File: config.mk
export PLATFORM = sky130hd
export DESIGN_NAME = dcrf_top
export DESIGN_NICKNAME = d
export VERILOG_FILES = /design/src/dcrf_pkg.sv /design/src/dcrf_fifo_if.sv /design/src/dcrf_ram_fifo.sv /design/src/dcrf_sync.sv /design/src/dcrf_top.sv
export VERILOG_INCLUDE_DIRS = /design/src
export SDC_FILE = /design/constraint.sdc
export NUM_CORES = 1
export LEC_CHECK = 0
export ABC_CLOCK_PERIOD_IN_PS = 6850
export BUFFER_PORTS_ARGS = -buffer_cell sky130_fd_sc_hd__clkbuf_2
export CAP_MARGIN = 10
export CORE_ASPECT_RATIO = 1.5
export CORE_MARGIN = 4
export CORE_UTILIZATION = 40
export CTS_CLUSTER_DIAMETER = 60
export DETAILED_ROUTE_END_ITERATION = 10
export PLACE_DENSITY = 0.66
export RECOVER_POWER = 25
export SETUP_SLACK_MARGIN = 0.4
export SLEW_MARGIN = 20
export SYNTH_ARGS = -nofsm -noshare
export SYNTH_HDL_FRONTEND = slang
export SYNTH_SLANG_ARGS = --single-unit
File: constraint.sdc
create_clock -name clk_i -period 6.85 [get_ports clk_i]
set_input_delay 1.7125 -clock clk_i [delete_from_list [all_inputs] [get_ports clk_i]]
set_output_delay 1.7125 -clock clk_i [all_outputs]
set_load 0.05 [all_outputs]
File: src/dcrf_map.svh
// Constants for the dual-clock RAM FIFO block.
// Assumes inclusion by its bare name from the package and every design file but the synchroniser.
// Summary of operation
// - A write strobe seen on an active write-clock edge stores the write word and advances the write counter.
// - The data word is N bits wide, N being one of 1, 2, 4, 9, 18 or 36.
// - While full is high a write request is dropped and neither memory nor write counter changes.
// - While empty is high a read request changes neither memory nor read pointer.
// - Almost-full is active high and its threshold is an 8-bit input from user logic.
// - Almost-empty is active high and its threshold is an 8-bit input from user logic.
// - Write clock and read clock each select rising or falling edge as active, independently.
// - An active-high clear returns pointers and flags to the empty state.
// - A static pipe select adds or removes one output register stage on read data.
// - A static depth setting fixes the word capacity and the number of RAM blocks cascaded in depth.
// - A static width setting fixes the word width and the number of RAM blocks placed side by side.
`ifndef DCRF_MAP_SVH
`define DCRF_MAP_SVH
`define DCRF_DW        36
`define DCRF_DEPTH     16
`define DCRF_PW        5
`define DCRF_THR_W     8
`define DCRF_SEL_W     3
`define DCRF_CAS_W     3
`define DCRF_NB_W      6
`define DCRF_N1        1
`define DCRF_N2        2
`define DCRF_N4        4
`define DCRF_N9        9
`define DCRF_N18       18
`define DCRF_N36       36
`define DCRF_CAP_D2    2
`define DCRF_CAP_D4    4
`define DCRF_CAP_D8    8
`define DCRF_CAP_D16   16
`define DCRF_RAM_W     9
`define DCRF_RAM_WORDS 4
`define DCRF_SYNC_W    66
`endif

File: src/dcrf_pkg.sv
// Types shared by the RAM FIFO block.
// Assumes dcrf_map.svh is on the include path.
`default_nettype none
`include "dcrf_map.svh"
package dcrf_pkg;
    typedef logic [`DCRF_DW-1:0] dcrf_word_type;
    typedef enum logic [`DCRF_SEL_W-1:0] {
        dcrf_w1, dcrf_w2, dcrf_w4, dcrf_w9, dcrf_w18, dcrf_w36
    } dcrf_width_type;
    typedef enum logic [`DCRF_SEL_W-1:0] {
        dcrf_d2, dcrf_d4, dcrf_d8, dcrf_d16
    } dcrf_depth_type;
endpackage
`default_nettype wire

File: src/dcrf_fifo_if.sv
// Push, pop and level signals between the top and its RAM store.
// Assumes both ends run on the same clock.
`timescale 1ns/1ps
`default_nettype none
`include "dcrf_map.svh"
interface dcrf_fifo_if;
    import dcrf_pkg::*;
    logic                push_valid;
    logic                push_ready;
    dcrf_word_type       push_data;
    logic                pop_valid;
    logic                pop_ready;
    dcrf_word_type       pop_data;
    logic [`DCRF_PW-1:0] limit;
    logic [`DCRF_PW-1:0] wr_level;
    logic [`DCRF_PW-1:0] rd_level;
    logic                clear;
    modport feed (output push_valid, push_data, pop_ready, limit, clear,
                  input  push_ready, pop_valid, pop_data, wr_level, rd_level);
    modport store (input  push_valid, push_data, pop_ready, limit, clear,
                   output push_ready, pop_valid, pop_data, wr_level, rd_level);
endinterface
`default_nettype wire

File: src/dcrf_ram_fifo.sv
// RAM store with Gray-coded pointers crossed between write and read sides.
// Assumes push and pop requests are one-cycle pulses on clk_i.
`timescale 1ns/1ps
`default_nettype none
`include "dcrf_map.svh"
module dcrf_ram_fifo
    import dcrf_pkg::*;
#(
    parameter int WIDTH = `DCRF_DW,
    parameter int DEPTH = `DCRF_DEPTH
) (
    // Clock and reset
    input wire logic   clk_i,
    input wire logic   rst_n_i,
    // Push and pop sides
    dcrf_fifo_if.store port
);
    localparam int AW = $clog2(DEPTH);
    localparam int PW = AW + 1;

    logic [WIDTH-1:0] mem_q [DEPTH];
    logic [WIDTH-1:0] mem_d [DEPTH];
    logic [PW-1:0]    wbin_q, wbin_d, rbin_q, rbin_d;
    logic [PW-1:0]    wgray_q, wgray_d, rgray_q, rgray_d;
    logic [PW-1:0]    wgray_rs, rgray_ws, wbin_rs, rbin_ws;
    logic [PW-1:0]    wr_level, rd_level;
    logic [2*PW-1:0]  ptr_s;
    logic             do_push, do_pop;

    // Each side sees the other pointer late, so flags err on the safe side
    dcrf_sync #(.W(2*PW)) u_ptr_sync (
        .clk_i   (clk_i),
        .rst_n_i (rst_n_i),
        .clr_i   (port.clear),
        .async_i ({wgray_q, rgray_q}),
        .sync_o  (ptr_s)
    );
    assign {wgray_rs, rgray_ws} = ptr_s;

    for (genvar i = 0; i < PW; i++) begin : g_dec
        assign wbin_rs[i] = ^wgray_rs[PW-1:i];
        assign rbin_ws[i] = ^rgray_ws[PW-1:i];
    end

    assign wr_level        = wbin_q - rbin_ws;
    assign rd_level        = wbin_rs - rbin_q;
    assign port.push_ready = wr_level < PW'(port.limit);
    assign port.pop_valid  = rd_level != '0;
    assign do_push         = port.push_valid && port.push_ready;
    assign do_pop          = port.pop_ready && port.pop_valid;
    assign port.wr_level   = `DCRF_PW'(wr_level);
    assign port.rd_level   = `DCRF_PW'(rd_level);
    assign port.pop_data   = `DCRF_DW'(mem_q[rbin_q[AW-1:0]]);

    always_comb begin
        mem_d = mem_q;
        if (do_push) begin
            mem_d[wbin_q[AW-1:0]] = port.push_data[WIDTH-1:0];
        end
    end

    always_ff @(posedge clk_i) begin
        mem_q <= mem_d;
    end

    always_comb begin
        wbin_d = wbin_q;
        rbin_d = rbin_q;
        if (port.clear) begin
            wbin_d = '0;
            rbin_d = '0;
        end else begin
            if (do_push) begin
                wbin_d = wbin_q + PW'(1);
            end
            if (do_pop) begin
                rbin_d = rbin_q + PW'(1);
            end
        end
        wgray_d = wbin_d ^ (wbin_d >> 1);
        rgray_d = rbin_d ^ (rbin_d >> 1);
    end

    always_ff @(posedge clk_i or negedge rst_n_i) begin
        if (!rst_n_i) begin
            wbin_q  <= '0;
            rbin_q  <= '0;
            wgray_q <= '0;
            rgray_q <= '0;
        end else begin
            wbin_q  <= wbin_d;
            rbin_q  <= rbin_d;
            wgray_q <= wgray_d;
            rgray_q <= rgray_d;
        end
    end
endmodule
`default_nettype wire

File: src/dcrf_sync.sv
// Two-flop level synchroniser with a synchronous clear.
// Assumes the clear comes from logic already on clk_i.
`timescale 1ns/1ps
`default_nettype none
module dcrf_sync #(
    parameter int W = 1
) (
    // Clock and reset
    input  wire logic         clk_i,
    input  wire logic         rst_n_i,
    // Control
    input  wire logic         clr_i,
    // Levels
    input  wire logic [W-1:0] async_i,
    output logic      [W-1:0] sync_o
);
    logic [W-1:0] meta_q;
    logic [W-1:0] meta_d;
    logic [W-1:0] sync_q;
    logic [W-1:0] sync_d;

    always_comb begin
        meta_d = clr_i ? '0 : async_i;
        sync_d = clr_i ? '0 : meta_q;
    end

    always_ff @(posedge clk_i or negedge rst_n_i) begin
        if (!rst_n_i) begin
            meta_q <= '0;
            sync_q <= '0;
        end else begin
            meta_q <= meta_d;
            sync_q <= sync_d;
        end
    end

    assign sync_o = sync_q;
endmodule
`default_nettype wire

File: src/dcrf_top.sv
// Top of the dual-clock RAM FIFO: pin sampling, edge select, flags, read path.
// Assumes write and read clocks are slow pins sampled by clk_i at 25 MHz.
`timescale 1ns/1ps
`default_nettype none
`include "dcrf_map.svh"
module dcrf_top
    import dcrf_pkg::*;
(
    // Clock and reset
    input  wire logic                     clk_i,
    input  wire logic                     rst_n_i,
    // Write side
    input  wire logic                     write_clk_pin_i,
    input  wire logic                     write_edge_rise_i,
    input  wire logic                     fifo_write_strobe_i,
    input  wire logic [`DCRF_DW-1:0]      write_word_bus_i,
    // Read side
    input  wire logic                     read_clk_pin_i,
    input  wire logic                     read_edge_rise_i,
    input  wire logic                     fifo_read_strobe_i,
    output logic      [`DCRF_DW-1:0]      read_word_bus_o,
    // Thresholds, clear and static setup
    input  wire logic [`DCRF_THR_W-1:0]   almost_full_threshold_i,
    input  wire logic [`DCRF_THR_W-1:0]   almost_empty_threshold_i,
    input  wire logic                     pipe_sel_i,
    input  wire logic                     fifo_clear_input_i,
    input  wire logic [`DCRF_SEL_W-1:0]   depth_sel_i,
    input  wire logic [`DCRF_SEL_W-1:0]   width_sel_i,
    // Flags and setup status
    output logic                          full_o,
    output logic                          empty_o,
    output logic                          almost_full_flag_o,
    output logic                          almost_empty_flag_o,
    output logic      [`DCRF_CAS_W-1:0]   depth_cascade_o,
    output logic      [`DCRF_CAS_W-1:0]   width_cascade_o
);
    logic [`DCRF_SYNC_W-1:0] pins_raw;
    logic [`DCRF_SYNC_W-1:0] pins_s;
    logic                    wclk_s;
    logic                    rclk_s;
    logic                    wstb_s;
    logic                    rstb_s;
    logic                    clr_s;
    logic                    pipe_s;
    logic                    wpol_s;
    logic                    rpol_s;
    dcrf_word_type           wdata_s;
    logic [`DCRF_THR_W-1:0]  afv_s;
    logic [`DCRF_THR_W-1:0]  aev_s;
    logic [`DCRF_SEL_W-1:0]  wsel_s;
    logic [`DCRF_SEL_W-1:0]  dsel_s;

    // Every pin, data included, takes the same two-flop delay so that
    // strobes and data stay aligned with the sampled clock edges
    assign pins_raw = {write_clk_pin_i, read_clk_pin_i,
                       fifo_write_strobe_i, fifo_read_strobe_i,
                       fifo_clear_input_i, write_word_bus_i,
                       almost_full_threshold_i, almost_empty_threshold_i,
                       pipe_sel_i, width_sel_i, depth_sel_i,
                       write_edge_rise_i, read_edge_rise_i};

    dcrf_sync #(.W(`DCRF_SYNC_W)) u_pin_sync (
        .clk_i   (clk_i),
        .rst_n_i (rst_n_i),
        .clr_i   (1'b0),
        .async_i (pins_raw),
        .sync_o  (pins_s)
    );

    assign {wclk_s, rclk_s, wstb_s, rstb_s, clr_s, wdata_s, afv_s, aev_s,
            pipe_s, wsel_s, dsel_s, wpol_s, rpol_s} = pins_s;

    logic wclk_last_q;
    logic wclk_last_d;
    logic rclk_last_q;
    logic rclk_last_d;
    logic wr_edge;
    logic rd_edge;

    always_comb begin
        wclk_last_d = wclk_s;
        rclk_last_d = rclk_s;
        // A change that lands on the selected level is the active edge
        wr_edge = (wclk_s != wclk_last_q) && (wclk_s == wpol_s);
        rd_edge = (rclk_s != rclk_last_q) && (rclk_s == rpol_s);
    end

    always_ff @(posedge clk_i or negedge rst_n_i) begin
        if (!rst_n_i) begin
            wclk_last_q <= 1'b0;
            rclk_last_q <= 1'b0;
        end else begin
            wclk_last_q <= wclk_last_d;
            rclk_last_q <= rclk_last_d;
        end
    end

    logic [`DCRF_NB_W-1:0]  nbits;
    dcrf_word_type          mask;
    logic [`DCRF_PW-1:0]    cap;
    logic [`DCRF_CAS_W-1:0] wcas;
    logic [`DCRF_CAS_W-1:0] dcas;

    always_comb begin
        unique case (dcrf_width_type'(wsel_s))
            dcrf_w1:  nbits = `DCRF_NB_W'(`DCRF_N1);
            dcrf_w2:  nbits = `DCRF_NB_W'(`DCRF_N2);
            dcrf_w4:  nbits = `DCRF_NB_W'(`DCRF_N4);
            dcrf_w9:  nbits = `DCRF_NB_W'(`DCRF_N9);
            dcrf_w18: nbits = `DCRF_NB_W'(`DCRF_N18);
            dcrf_w36: nbits = `DCRF_NB_W'(`DCRF_N36);
            // Unused codes fall back to the widest word
            default:  nbits = `DCRF_NB_W'(`DCRF_N36);
        endcase
        unique case (dcrf_depth_type'(dsel_s))
            dcrf_d2:  cap = `DCRF_PW'(`DCRF_CAP_D2);
            dcrf_d4:  cap = `DCRF_PW'(`DCRF_CAP_D4);
            dcrf_d8:  cap = `DCRF_PW'(`DCRF_CAP_D8);
            dcrf_d16: cap = `DCRF_PW'(`DCRF_CAP_D16);
            default:  cap = `DCRF_PW'(`DCRF_CAP_D16);
        endcase
        mask = ~({`DCRF_DW{1'b1}} << nbits);
        wcas = `DCRF_CAS_W'((nbits + `DCRF_RAM_W - 1) / `DCRF_RAM_W);
        dcas = `DCRF_CAS_W'((cap + `DCRF_RAM_WORDS - 1) / `DCRF_RAM_WORDS);
    end

    dcrf_fifo_if fif ();

    assign fif.push_valid = wr_edge && wstb_s;
    assign fif.push_data  = wdata_s & mask;
    assign fif.pop_ready  = rd_edge && rstb_s;
    assign fif.limit      = cap;
    assign fif.clear      = clr_s;

    dcrf_ram_fifo #(
        .WIDTH (`DCRF_DW),
        .DEPTH (`DCRF_DEPTH)
    ) u_store (
        .clk_i   (clk_i),
        .rst_n_i (rst_n_i),
        .port    (fif)
    );

    logic          pop;
    dcrf_word_type pop_word;

    assign pop      = fif.pop_ready && fif.pop_valid;
    assign pop_word = fif.pop_data & mask;

    logic                   full_q, full_d;
    logic                   empty_q, empty_d;
    logic                   af_q, af_d;
    logic                   ae_q, ae_d;
    dcrf_word_type          data_q, data_d;
    dcrf_word_type          out_q, out_d;
    logic [`DCRF_CAS_W-1:0] wcas_q, dcas_q;

    always_comb begin
        full_d  = !fif.push_ready;
        empty_d = !fif.pop_valid;
        af_d    = `DCRF_THR_W'(fif.wr_level) >= afv_s;
        ae_d    = `DCRF_THR_W'(fif.rd_level) <= aev_s;
        if (clr_s) begin
            full_d  = 1'b0;
            empty_d = 1'b1;
            af_d    = 1'b0;
            ae_d    = 1'b1;
        end
        data_d = pop ? pop_word : data_q;
        // Pipe on trades one cycle of latency for a registered RAM output
        if (pipe_s) begin
            out_d = data_q;
        end else begin
            out_d = pop ? pop_word : out_q;
        end
        // Masked every cycle, so a width change leaves no stale high bits
        out_d = out_d & mask;
    end

    always_ff @(posedge clk_i or negedge rst_n_i) begin
        if (!rst_n_i) begin
            full_q  <= 1'b0;
            empty_q <= 1'b1;
            af_q    <= 1'b0;
            ae_q    <= 1'b1;
            data_q  <= '0;
            out_q   <= '0;
            wcas_q  <= '0;
            dcas_q  <= '0;
        end else begin
            full_q  <= full_d;
            empty_q <= empty_d;
            af_q    <= af_d;
            ae_q    <= ae_d;
            data_q  <= data_d;
            out_q   <= out_d;
            wcas_q  <= wcas;
            dcas_q  <= dcas;
        end
    end

    assign full_o              = full_q;
    assign empty_o             = empty_q;
    assign almost_full_flag_o  = af_q;
    assign almost_empty_flag_o = ae_q;
    assign read_word_bus_o     = out_q;
    assign width_cascade_o     = wcas_q;
    assign depth_cascade_o     = dcas_q;
endmodule
`default_nettype wire

== Yosys cells after proc, flatten, opt, wreduce, memory -nomap -nowiden ==
Cells that the tools add are included.
Word-level totals
  register bits: 832
  logic and storage cells: 108
  input bits: 68
Operators by class
  multiplexer cells: 20
  $add $sub $neg: 8
  $lt $le $gt $ge: 6
  eq/ne operators: 10
  bitwise gates (word level): 8
  reductions and logical operators: 20
  div/mod/pow operators: 1
  shifts and indexed selects: 1
Operators by type and width (count)
  $bwmux 576: 1
  $mux 36: 5
  $bmux 36 s4: 1
  $demux 36 s4: 1
  $and 36x36->36: 3
  $not 36->36: 1
  $shl 36x6->36 const A: 1
  $div 32x4->32 const B: 1
  $pmux 6 s5: 1
  $mux 10: 2
  $mux 5: 4
  $pmux 5 s3: 1
  $add 5x1->5 const B: 2
  $ge 5x5->1 const B: 2
  $not 4->5: 2
  $reduce_xor 5->1: 2
  $sub 5x5->5: 2
  $xor 5x4->5: 2
  $eq 3x2->1 const B: 3
  $ge 5x8->1: 1
  $le 5x8->1: 1
  $reduce_xor 4->1: 2
  $sub 7x1->8 const B: 1
  $add 6x4->7 const B: 1
  other kinds (15): 31

== Longest topological paths before layout ==
Gate-level depths: netlist (run 1).
  depth after elaboration: 8
  gate-level depth with buffers: 18
  depth with buffers taken out: 17

== Modules after synthesis ==
Synthesis (run 1) repeated with hierarchy kept, for this count alone.
Unflattened totals
  cells, all modules: 1771
  area total of the unflattened synthesis: 32488.7 um^2
By module, submodules not included
  dcrf_ram_fifo: cells each 1010, seq. area each 17747.0 um^2, area an instance 23326.1 um^2, times used 1
  dcrf_top: cells each 441, seq. area each 2104.5 um^2, area an instance 4225.3 um^2, times used 1
  dcrf_sync at u_pin_sync: cells each 278, seq. area each 3303.2 um^2, area an instance 4219.0 um^2, times used 1
  dcrf_sync at u_store.u_ptr_sync: cells each 42, seq. area each 500.5 um^2, area an instance 718.2 um^2, times used 1

== Worst setup path before layout (run 1) ==
Ideal clock, no wire load.
  path kind: register to register
  from: register u_store.u_ptr_sync.sync_q[4] (netlist: u_store.u_ptr_sync.sync_o[4])
  to: register u_store.mem_q[504] in the netlist's numbering (enable)
  data required time: 6.330 ns
  buffers on the path: 1
  slack: -0.232 ns
  setup time: 0.520 ns
  period minus slack after synthesis: 7.082 ns
  arrival time: 6.562 ns
  stages on the path, launching flop included: 16
  cell sequence: dfrtp_1 xnor2_1 xor2_1 xor2_1 xnor2_1 ha_1 inv_1 a21o_1 a21oi_1 xnor2_1 ha_1 a21oi_1 o21ai_0 a211oi_1 clkbuf_1 nor4bb_1
Between the ends
  word-level cells in the longest chain between the ends: 4
  elaborated cells between the ends (all ways): 7
  those cells by class: 1 x add/sub; 1 x order compare; 5 x reduce/logical
RTL lines
  start, declared: RTL line dcrf_sync.sv:19  | logic [W-1:0] sync_q;
  start signal, assigned: RTL line dcrf_sync.sv:33  | sync_q <= sync_d;
  $reduce_xor 5->1 (tied with other cells): RTL line dcrf_ram_fifo.sv:42  | assign rbin_ws[i] = ^rgray_ws[PW-1:i];
  $sub 5x5->5 (*): RTL line dcrf_ram_fifo.sv:45  | assign wr_level = wbin_q - rbin_ws;
  $lt 5x5->1 (*): RTL line dcrf_ram_fifo.sv:47  | assign port.push_ready = wr_level < PW'(port.limit);
  $logic_and 1x1->1 (*): RTL line dcrf_ram_fifo.sv:49  | assign do_push = port.push_valid && port.push_ready;
  end signal, assigned: RTL line dcrf_ram_fifo.sv:63  | mem_q <= mem_d;
  end, declared: RTL line dcrf_ram_fifo.sv:21  | logic [WIDTH-1:0] mem_q [DEPTH];
Mark *: on every way between the ends. The rest lies on a longest branch, timed or not.
A chain may end at the register's enable or synchronous reset.

==> metrics.log, run 1 <==
INFO  metric run_status = complete, but fails checks
INFO  metric violated_checks = capacitance limit, slew limit
INFO  metric final_core_util = 45.9%
INFO  metric netlist-cell-type-count = 55
INFO  metric clock-skew-final = 21.7 ps
INFO  metric critical_path_buf_inv_count = 2
INFO  metric clock_insertion_delay_worst_skew = 640 ps
INFO  metric syn_inst = 1655
INFO  metric drc_errors = 0
INFO  metric drt_iter0_markers = 1178
INFO  metric boundaryPins = 114
INFO  metric core = 0.0774 sq mm
INFO  metric post_cts_hold_buffer_count = 0
INFO  metric post_drt_wl_per_cell = 23.3 um
INFO  metric first_global_vias = 16600
INFO  metric final_period_minus_worst_setup_slack = 5100 ps
INFO  metric share_of_layout_cells_above_drive_strength_1 = 25.2%
INFO  metric async_reset_ff_share = 30.6%
INFO  metric p_total = 0.0101 W
INFO  metric worst_case_hold_slack = 344 ps
INFO  metric path_clk_slew = 60 ps
INFO  metric initial_utilization = 40.3%
INFO  metric placementRows = 125
INFO  metric yosys_warnings = 0
INFO  metric max_cap_violations = 3
INFO  metric design_area = 0.0355 sq mm
INFO  metric final_min_period_over_clock_period = 74.4%
INFO  metric worst_setup_path_start_kind = input port
INFO  metric ff_latch_count_synth = 830
INFO  metric fmaxAchievable = 196 MHz
INFO  metric post_synth_main_area_contributors = edfxtp_1, dfrtp_1, mux4_2
INFO  metric detailroute.via_count = 15200
INFO  metric postCtsSetupRepairBufs = 0
INFO  metric crit_type = in2async
INFO  metric cts_buffers = 79
INFO  metric commonest_non_fill_non_tap_cells_in_the_layout = edfxtp_1, dfrtp_1, mux4_2, nand2_1, clkbuf_2
INFO  metric critical-path-top-delay-family = buffers and inverters
INFO  metric grt_use_met1 = 21.0%
INFO  metric synth_area = 0.0312 sq mm
INFO  metric crit_end_element = asynchronous set/reset pin
INFO  metric cellLeakagePower = 12.7 nW
INFO  metric power_density = 285 mW/mm^2
INFO  metric placed_cell_area = 0.0330 sq mm
INFO  metric totalWireLength = 66900 um
INFO  metric routed_via_density = 5.31
INFO  metric layout.cells.most_common = edfxtp_1
INFO  metric root_buffer = clkbuf_16
INFO  metric setup_viol = 0
INFO  metric final-hold-violation-count = 0
INFO  metric synth_enable_flop_cells = 576
INFO  metric cts_buffer_depth = 3
INFO  metric final-max-slew-violation-count = 152
INFO  metric dominantRegCellSynth = edfxtp_1
INFO  metric cts_tree = yes
INFO  metric post_cts_resized = 0
INFO  metric placement.io_buffers = 113
INFO  metric timing.critical_path.slowest_stage_cell = clkbuf_1
INFO  metric vdd.ir_drop.worst = 0.168 mV
INFO  metric syn-num-nets = 1755
INFO  metric drtPass1Iterations = 5
INFO  metric grt_setup_unrepaired = no
INFO  metric tot_gr_track_use = 16.4%
INFO  metric groute.layer.met2.usage = 28.2%
INFO  metric syn-mean-instance-area = 18.8 sq um
INFO  metric synth_area_leader_cell = edfxtp_1
INFO  metric max_slew_margin = -173%
INFO  metric critPathRequiredTime = 7420 ps
INFO  metric die_extent_in_x = 236 um
INFO  metric design.die.area = 0.0826 sq mm
INFO  metric crit_path_cell_trace = clkbuf_1 -> buf_4
INFO  metric synth_top_cell_area_share = 55.5%
INFO  metric grt_antenna_before_repair = 2
INFO  metric flow.area_growth_from_synthesis = 13.9%
INFO  metric global_route.peak_usage_layer = met2
INFO  metric nNetsFinal = 1892
INFO  metric antenna_violating_nets_post_route = 0
INFO  metric global_route_wire_length_before_repair = 104000 um
INFO  metric dpl.hpwl = 38700 um
INFO  metric pin_count_of_the_biggest_net_entering_global_routing = 97
INFO  metric antenna-diode-count = 0
INFO  metric seq_area_frac_synth = 75.9%
INFO  metric dieHeight = 350 um
INFO  metric max_slew.worst_pin.slew = 4090 ps
INFO  metric critPathArrivalTime = 5660 ps
INFO  metric place.gp.congestion = 0.759
INFO  metric worstPathMaxFanout = 71
INFO  metric h-tree-depth = 3
INFO  metric hp_class = reg2reg
INFO  metric grt.overflow.total = 0
INFO  metric clock_net_sink_count = 830
INFO  metric final.setup.tns = 0 ps
INFO  metric use_met3 = 2.90%
INFO  metric max_stage_delay = 2750 ps
cell families (layout without fill, tap and decap cells):
family / after synthesis / in the layout / share of synthesized area [%]
compound gates: 134 / 134 / 2.62
xor+xnor: 33 / 33 / 0.951
fa+ha+maj: 32 / 32 / 1.33
buf+inv: 119 / 321 / 1.62
flops: 830 / 830 / 75.9
mux: 181 / 181 / 12.3
simple gates: 326 / 326 / 5.33
per-layer routing:
layer  up-vias  wire, um
li1       6620         -
met1      8073     26600
met2       444     34400
met3       109      3790
met4         0      2120
met5         -         0
power breakdown:
part	internal (W)	switching, W
sequential	0.00548	0.0000453
combinational	0.000104	0.000243
clock	0.00239	0.00187
total	0.00797	0.00216
metrics by stage:
step	instances	setup WS [ps]
after CTS	2873	1680
after global placement	2727	1830
after floorplan	1655	-113
after global routing	2873	802
after detailed placement	2727	1720
final	2873	1750
final cells by class:
class,count,area [sq um]
clock buffer,99,2130
sequential,830,23700
tap,1016,1270
timing repair buffer,143,786
fill,6489,41900
multi-input combinational,706,7130
inverter,32,120
clock inverter,47,424
state kept, by name, indices dropped and copies added (netlist names):
| signal | cells |
|---|---|
| almost_full_flag_o | 1 |
| almost_empty_flag_o | 1 |
| full_o | 1 |
| u_pin_sync.sync_o | 66 |
| rclk_last_q | 1 |
| empty_o | 1 |
| depth_cascade_o | 3 |
| u_store.wgray_q | 4 |
| u_store.rbin_q | 5 |
| width_cascade_o | 3 |
| u_store.u_ptr_sync.meta_q | 10 |
| data_q | 36 |
| u_store.rgray_q | 4 |
| u_pin_sync.meta_q | 66 |
| u_store.wbin_q | 5 |
| wclk_last_q | 1 |
| u_store.u_ptr_sync.sync_o | 10 |
| read_word_bus_o | 36 |
| u_store.mem_q | 576 |
final timing paths:
kind	startpoint	to	slack, ps	depth (start not counted)
min reg2reg	u_pin_sync.meta_q[58]	u_pin_sync.sync_o[58]	340	0
max	rst_n_i	u_store.rbin_q[1]	1750	2
min	u_pin_sync.meta_q[58]	u_pin_sync.sync_o[58]	340	0
max in group clk_i	u_store.u_ptr_sync.sync_o[4]	u_store.mem_q[10]	1780	17
min in group asynchronous	rst_n_i	u_pin_sync.sync_o[54]	2500	1
max reg2reg	u_store.u_ptr_sync.sync_o[4]	u_store.mem_q[10]	1780	17
Yosys cell counts, types with 2 or more instances:
master / n
a211oi_1: 7
a21o_1: 2
a21oi_1: 63
a221oi_1: 2
a22o_1: 15
and2_1: 28
and3b_1: 3
and4_1: 8
buf_1: 3
buf_2: 24
buf_4: 2
buf_6: 3
clkbuf_1: 55
dfrtp_1: 252
dfstp_2: 2
edfxtp_1: 576
fa_1: 2
ha_1: 30
inv_1: 31
mux2_2: 3
mux2i_1: 17
mux4_2: 161
nand2_1: 131
nand2b_1: 6
nand3_1: 49
nand3_2: 10
nor2_1: 37
nor2b_1: 32
nor3_1: 2
nor3b_1: 6
nor4bb_1: 4
o21ai_0: 34
o31ai_1: 2
or3b_2: 2
xnor2_1: 22
xor2_1: 10
(Power assumes the default switching activity.)
==> inputs of run 2 (changes only) <==
--- a/config.mk
+++ b/config.mk
@@ -6,7 +6,8 @@
 export SDC_FILE = /design/constraint.sdc
 export NUM_CORES = 1
 export LEC_CHECK = 0
-export ABC_CLOCK_PERIOD_IN_PS = 6850
+export ABC_AREA = 1
+export ABC_CLOCK_PERIOD_IN_PS = 4540
 export BUFFER_PORTS_ARGS = -buffer_cell sky130_fd_sc_hd__clkbuf_2
 export CAP_MARGIN = 10
 export CORE_ASPECT_RATIO = 1.5
==> constraint.sdc (replaced) <==
create_clock -name clk_i -period 4.54 [get_ports clk_i]
set_input_delay 1.135 -clock clk_i [delete_from_list [all_inputs] [get_ports clk_i]]
set_output_delay 1.135 -clock clk_i [all_outputs]
set_load 0.05 [all_outputs]
==> metrics.log, run 2 <==
INFO  metric detailroute.via_count = 20600
INFO  metric pre_cts_ws = 324 ps
INFO  metric vdd.ir_drop.worst = 0.349 mV
INFO  metric syn-num-nets = 2876
INFO  metric h-tree-depth = 3
INFO  metric boundaryPins = 114
INFO  metric critical-path-top-delay-family = adder cells
INFO  metric worst_case_hold_slack = 338 ps
INFO  metric worstSetupPathDepth = 17
INFO  metric crit_type = reg2reg
INFO  metric max_cap_violations = 1
INFO  metric synth_top_cells_by_count = nand2_1, edfxtp_1, nand3_1
INFO  metric clock_insertion_delay_worst_skew = 630 ps
INFO  metric max_stage_delay = 400 ps
INFO  metric drt_iter0_markers = 1656
INFO  metric cts_buffer_depth = 3
INFO  metric violated_checks = capacitance limit, slew limit
INFO  metric synth_enable_flop_cells = 576
INFO  metric seq_power_share = 47.0%
INFO  metric reg2reg_depth = 17
INFO  metric grt_setup_unrepaired = no
INFO  metric tot_gr_track_use = 19.1%
INFO  metric path_clk_slew = 60 ps
INFO  metric critPathRequiredTime = 4870 ps
INFO  metric final-max-slew-violation-count = 111
INFO  metric synth_area = 0.0324 sq mm
INFO  metric crit_end_element = flip-flop
INFO  metric fmaxAchievable = 255 MHz
INFO  metric synth_top_cell_area_share = 53.5%
INFO  metric commonest_non_fill_non_tap_cells_in_the_layout = nand2_1, edfxtp_1, nand3_1, dfrtp_1, inv_1
INFO  metric seq_area_frac_synth = 73.1%
INFO  metric yosys.cell_count.top_type = nand2_1
INFO  metric run_status = complete, but fails checks
INFO  metric critPathArrivalTime = 4240 ps
INFO  metric global_route_wire_length_before_repair = 124000 um
INFO  metric core = 0.0801 sq mm
INFO  metric drtPass1Iterations = 5
INFO  metric layout.cells.most_common = nand2_1
INFO  metric final_period_minus_worst_setup_slack = 3910 ps
INFO  metric antenna_violating_nets_post_route = 0
INFO  metric p_total = 0.0186 W
INFO  metric switching_share = 28.6%
INFO  metric worst_setup_path_start_kind = flip-flop
INFO  metric final_critical_path_setup_slack = 626 ps
INFO  metric drc_errors = 0
INFO  metric switching_power = 0.00533 W
INFO  metric dpl.hpwl = 50500 um
INFO  metric critical_path.startpoint = u_store.u_ptr_sync.sync_o[3]
INFO  metric timing.rr.start = u_store.u_ptr_sync.sync_o[3]
INFO  metric flow.area_growth_from_synthesis = 15.4%
INFO  metric pin_count_of_the_biggest_net_entering_global_routing = 155
INFO  metric netlist-cell-type-count = 42
INFO  metric totalWireLength = 81400 um
INFO  metric p_int = 0.0133 W
INFO  metric yosys_warnings = 0
INFO  metric post_drt_wl_per_cell = 20.3 um
INFO  metric rr_endpoint = u_store.mem_q[89]
INFO  metric post_synth_main_area_contributors = edfxtp_1, dfrtp_1, nand2_1
INFO  metric grt_antenna_before_repair = 0
INFO  metric ff_latch_count_synth = 830
INFO  metric cts_buffers = 78
INFO  metric max_slew.worst_pin.slew = 2900 ps
INFO  metric critical_path.endpoint = u_store.mem_q[89]
INFO  metric first_global_vias = 20700
INFO  metric async_reset_ff_share = 30.6%
INFO  metric r2r_setup_slack = 630 ps
INFO  metric post_cts_hold_buffer_count = 0
INFO  metric die_extent_in_x = 240 um
INFO  metric placement.io_buffers = 113
INFO  metric antenna-diode-count = 0
INFO  metric grt.overflow.total = 0
INFO  metric initial_utilization = 40.4%
INFO  metric power_density = 499 mW/mm^2
INFO  metric critical_path_buf_inv_count = 4
INFO  metric placementRows = 127
INFO  metric hp_class = reg2reg
INFO  metric final_min_period_over_clock_period = 86.2%
INFO  metric worst_hold_startpoint = u_pin_sync.meta_q[3]
INFO  metric cellLeakagePower = 15.2 nW
INFO  metric max_slew_margin = -93.4%
INFO  metric largest_register_ff_count = 576
INFO  metric clock_net_sink_count = 830
INFO  metric syn-mean-instance-area = 11.7 sq um
INFO  metric routed_via_density = 5.13
INFO  metric synth_area_leader_cell = edfxtp_1
INFO  metric timing.critical_path.slowest_stage_cell = dfrtp_1
INFO  metric final_core_util = 46.6%
INFO  metric setup_viol = 0
INFO  metric final-hold-violation-count = 0
INFO  metric dominantRegCellSynth = edfxtp_1
INFO  metric design.die.area = 0.0856 sq mm
INFO  metric dieHeight = 356 um
INFO  metric power_frac_comb = 17.3%
INFO  metric root_buffer = clkbuf_16
INFO  metric final.setup.tns = 0 ps
INFO  metric syn_inst = 2776
INFO  metric place.gp.congestion = 0.825
INFO  metric nNetsFinal = 3011
INFO  metric clock-skew-final = 23.1 ps
INFO  metric max_flop_register = u_store.mem_q
INFO  metric cts_tree = yes
INFO  metric worstPathMaxFanout = 16
INFO  metric pwr-share-clk = 35.7%
INFO  metric crit_path_cell_trace = xnor2_2 -> xor2_2 -> xnor2_1 -> inv_1 -> ha_1 -> fa_1 -> o21ai_1 -> xor2_1 -> ha_1 -> nand2_1 -> inv_1 -> nand2_2 -> nand3_1 -> inv_2 -> nand2_4 -> nor2_4 -> clkbuf_16
INFO  metric share_of_layout_cells_above_drive_strength_1 = 11.9%
-- run 2: changes by cell type after synthesis, moves of 17 or more --
cell	change
nand2_1	+759
nand3_1	+330
mux4_2	-161
inv_1	+107
nor2_1	+83
buf_2	+53
a21oi_1	+40
nor2b_1	-32
and2_1	-28
a31oi_1	+27
mux2i_1	-17
-- run 2: layout make-up --
cell class / instances / area (sq um)
clock buffer: 107 / 2330
clock inverter: 38 / 339
fill: 7182 / 42800
inverter: 143 / 547
multi-input combinational: 1658 / 7650
sequential: 830 / 23700
tap: 1032 / 1290
timing repair buffer: 200 / 1510
-- run 2: what timing repair did --
| item | 4_1_cts | 5_1_grt |
|---|---|---|
| resized for setup | 5 | 1 |
| pin swaps | 0 | 3 |
| setup buffers | 0 | 5 |
| setup endpoints to repair | 365 | 537 |
| gates cloned | 0 | 1 |
-- run 2: worst min path at each step --
stage | end | slack (ps) | cells past startpoint
final | u_pin_sync.sync_o[3] | 340 | 0
after detailed placement | u_pin_sync.sync_o[12] | 330 | 0
after CTS | u_pin_sync.sync_o[3] | 340 | 0
after global routing | u_pin_sync.sync_o[12] | 350 | 0
after floorplan | u_pin_sync.sync_o[0] | 330 | 0
after global placement | u_pin_sync.sync_o[16] | 330 | 0
-- run 2: power groups by stage --
stage / Combinational, W / Sequential, W / Clock (W)
5_1_grt: 0.00356 / 0.00879 / 0.00712
2_1_floorplan: 0.00191 / 0.00903 / 0
3_5_place_dp: 0.00320 / 0.00891 / 0
6_report: 0.00322 / 0.00875 / 0.00665
4_1_cts: 0.00323 / 0.00875 / 0.00679
3_3_place_gp: 0.00317 / 0.00890 / 0
-- run 2: per-stage QoR --
stage,instance area (sq um),std cells
finish,37300,4008
global route,37300,4008
CTS,37300,4002
detailed placement,34600,3857
global placement,34600,3857
floorplan,32500,2776
-- run 2: logic make-up (layout without fill, tap and decap cells) --
kind of cell    count (synthesis)  in the layout  synth area share [%]
buf+inv                       288            488                  3.77
compound gates                197            197                  3.28
xor+xnor                       21             21                 0.568
flops                         830            830                  73.1
simple gates                 1408           1408                  18.0
fa+ha+maj                      32             32                  1.28
-- run 2: per-layer routing --
layer | track usage, % | vias to the layer above | part of all wire [%]
li1 | - | 9679 | -
met1 | 21.3 | 10100 | 36
met2 | 33.0 | 604 | 51
met3 | 2.64 | 194 | 4.5
met4 | 14.2 | 0 | 8.6
met5 | 0 | - | 0
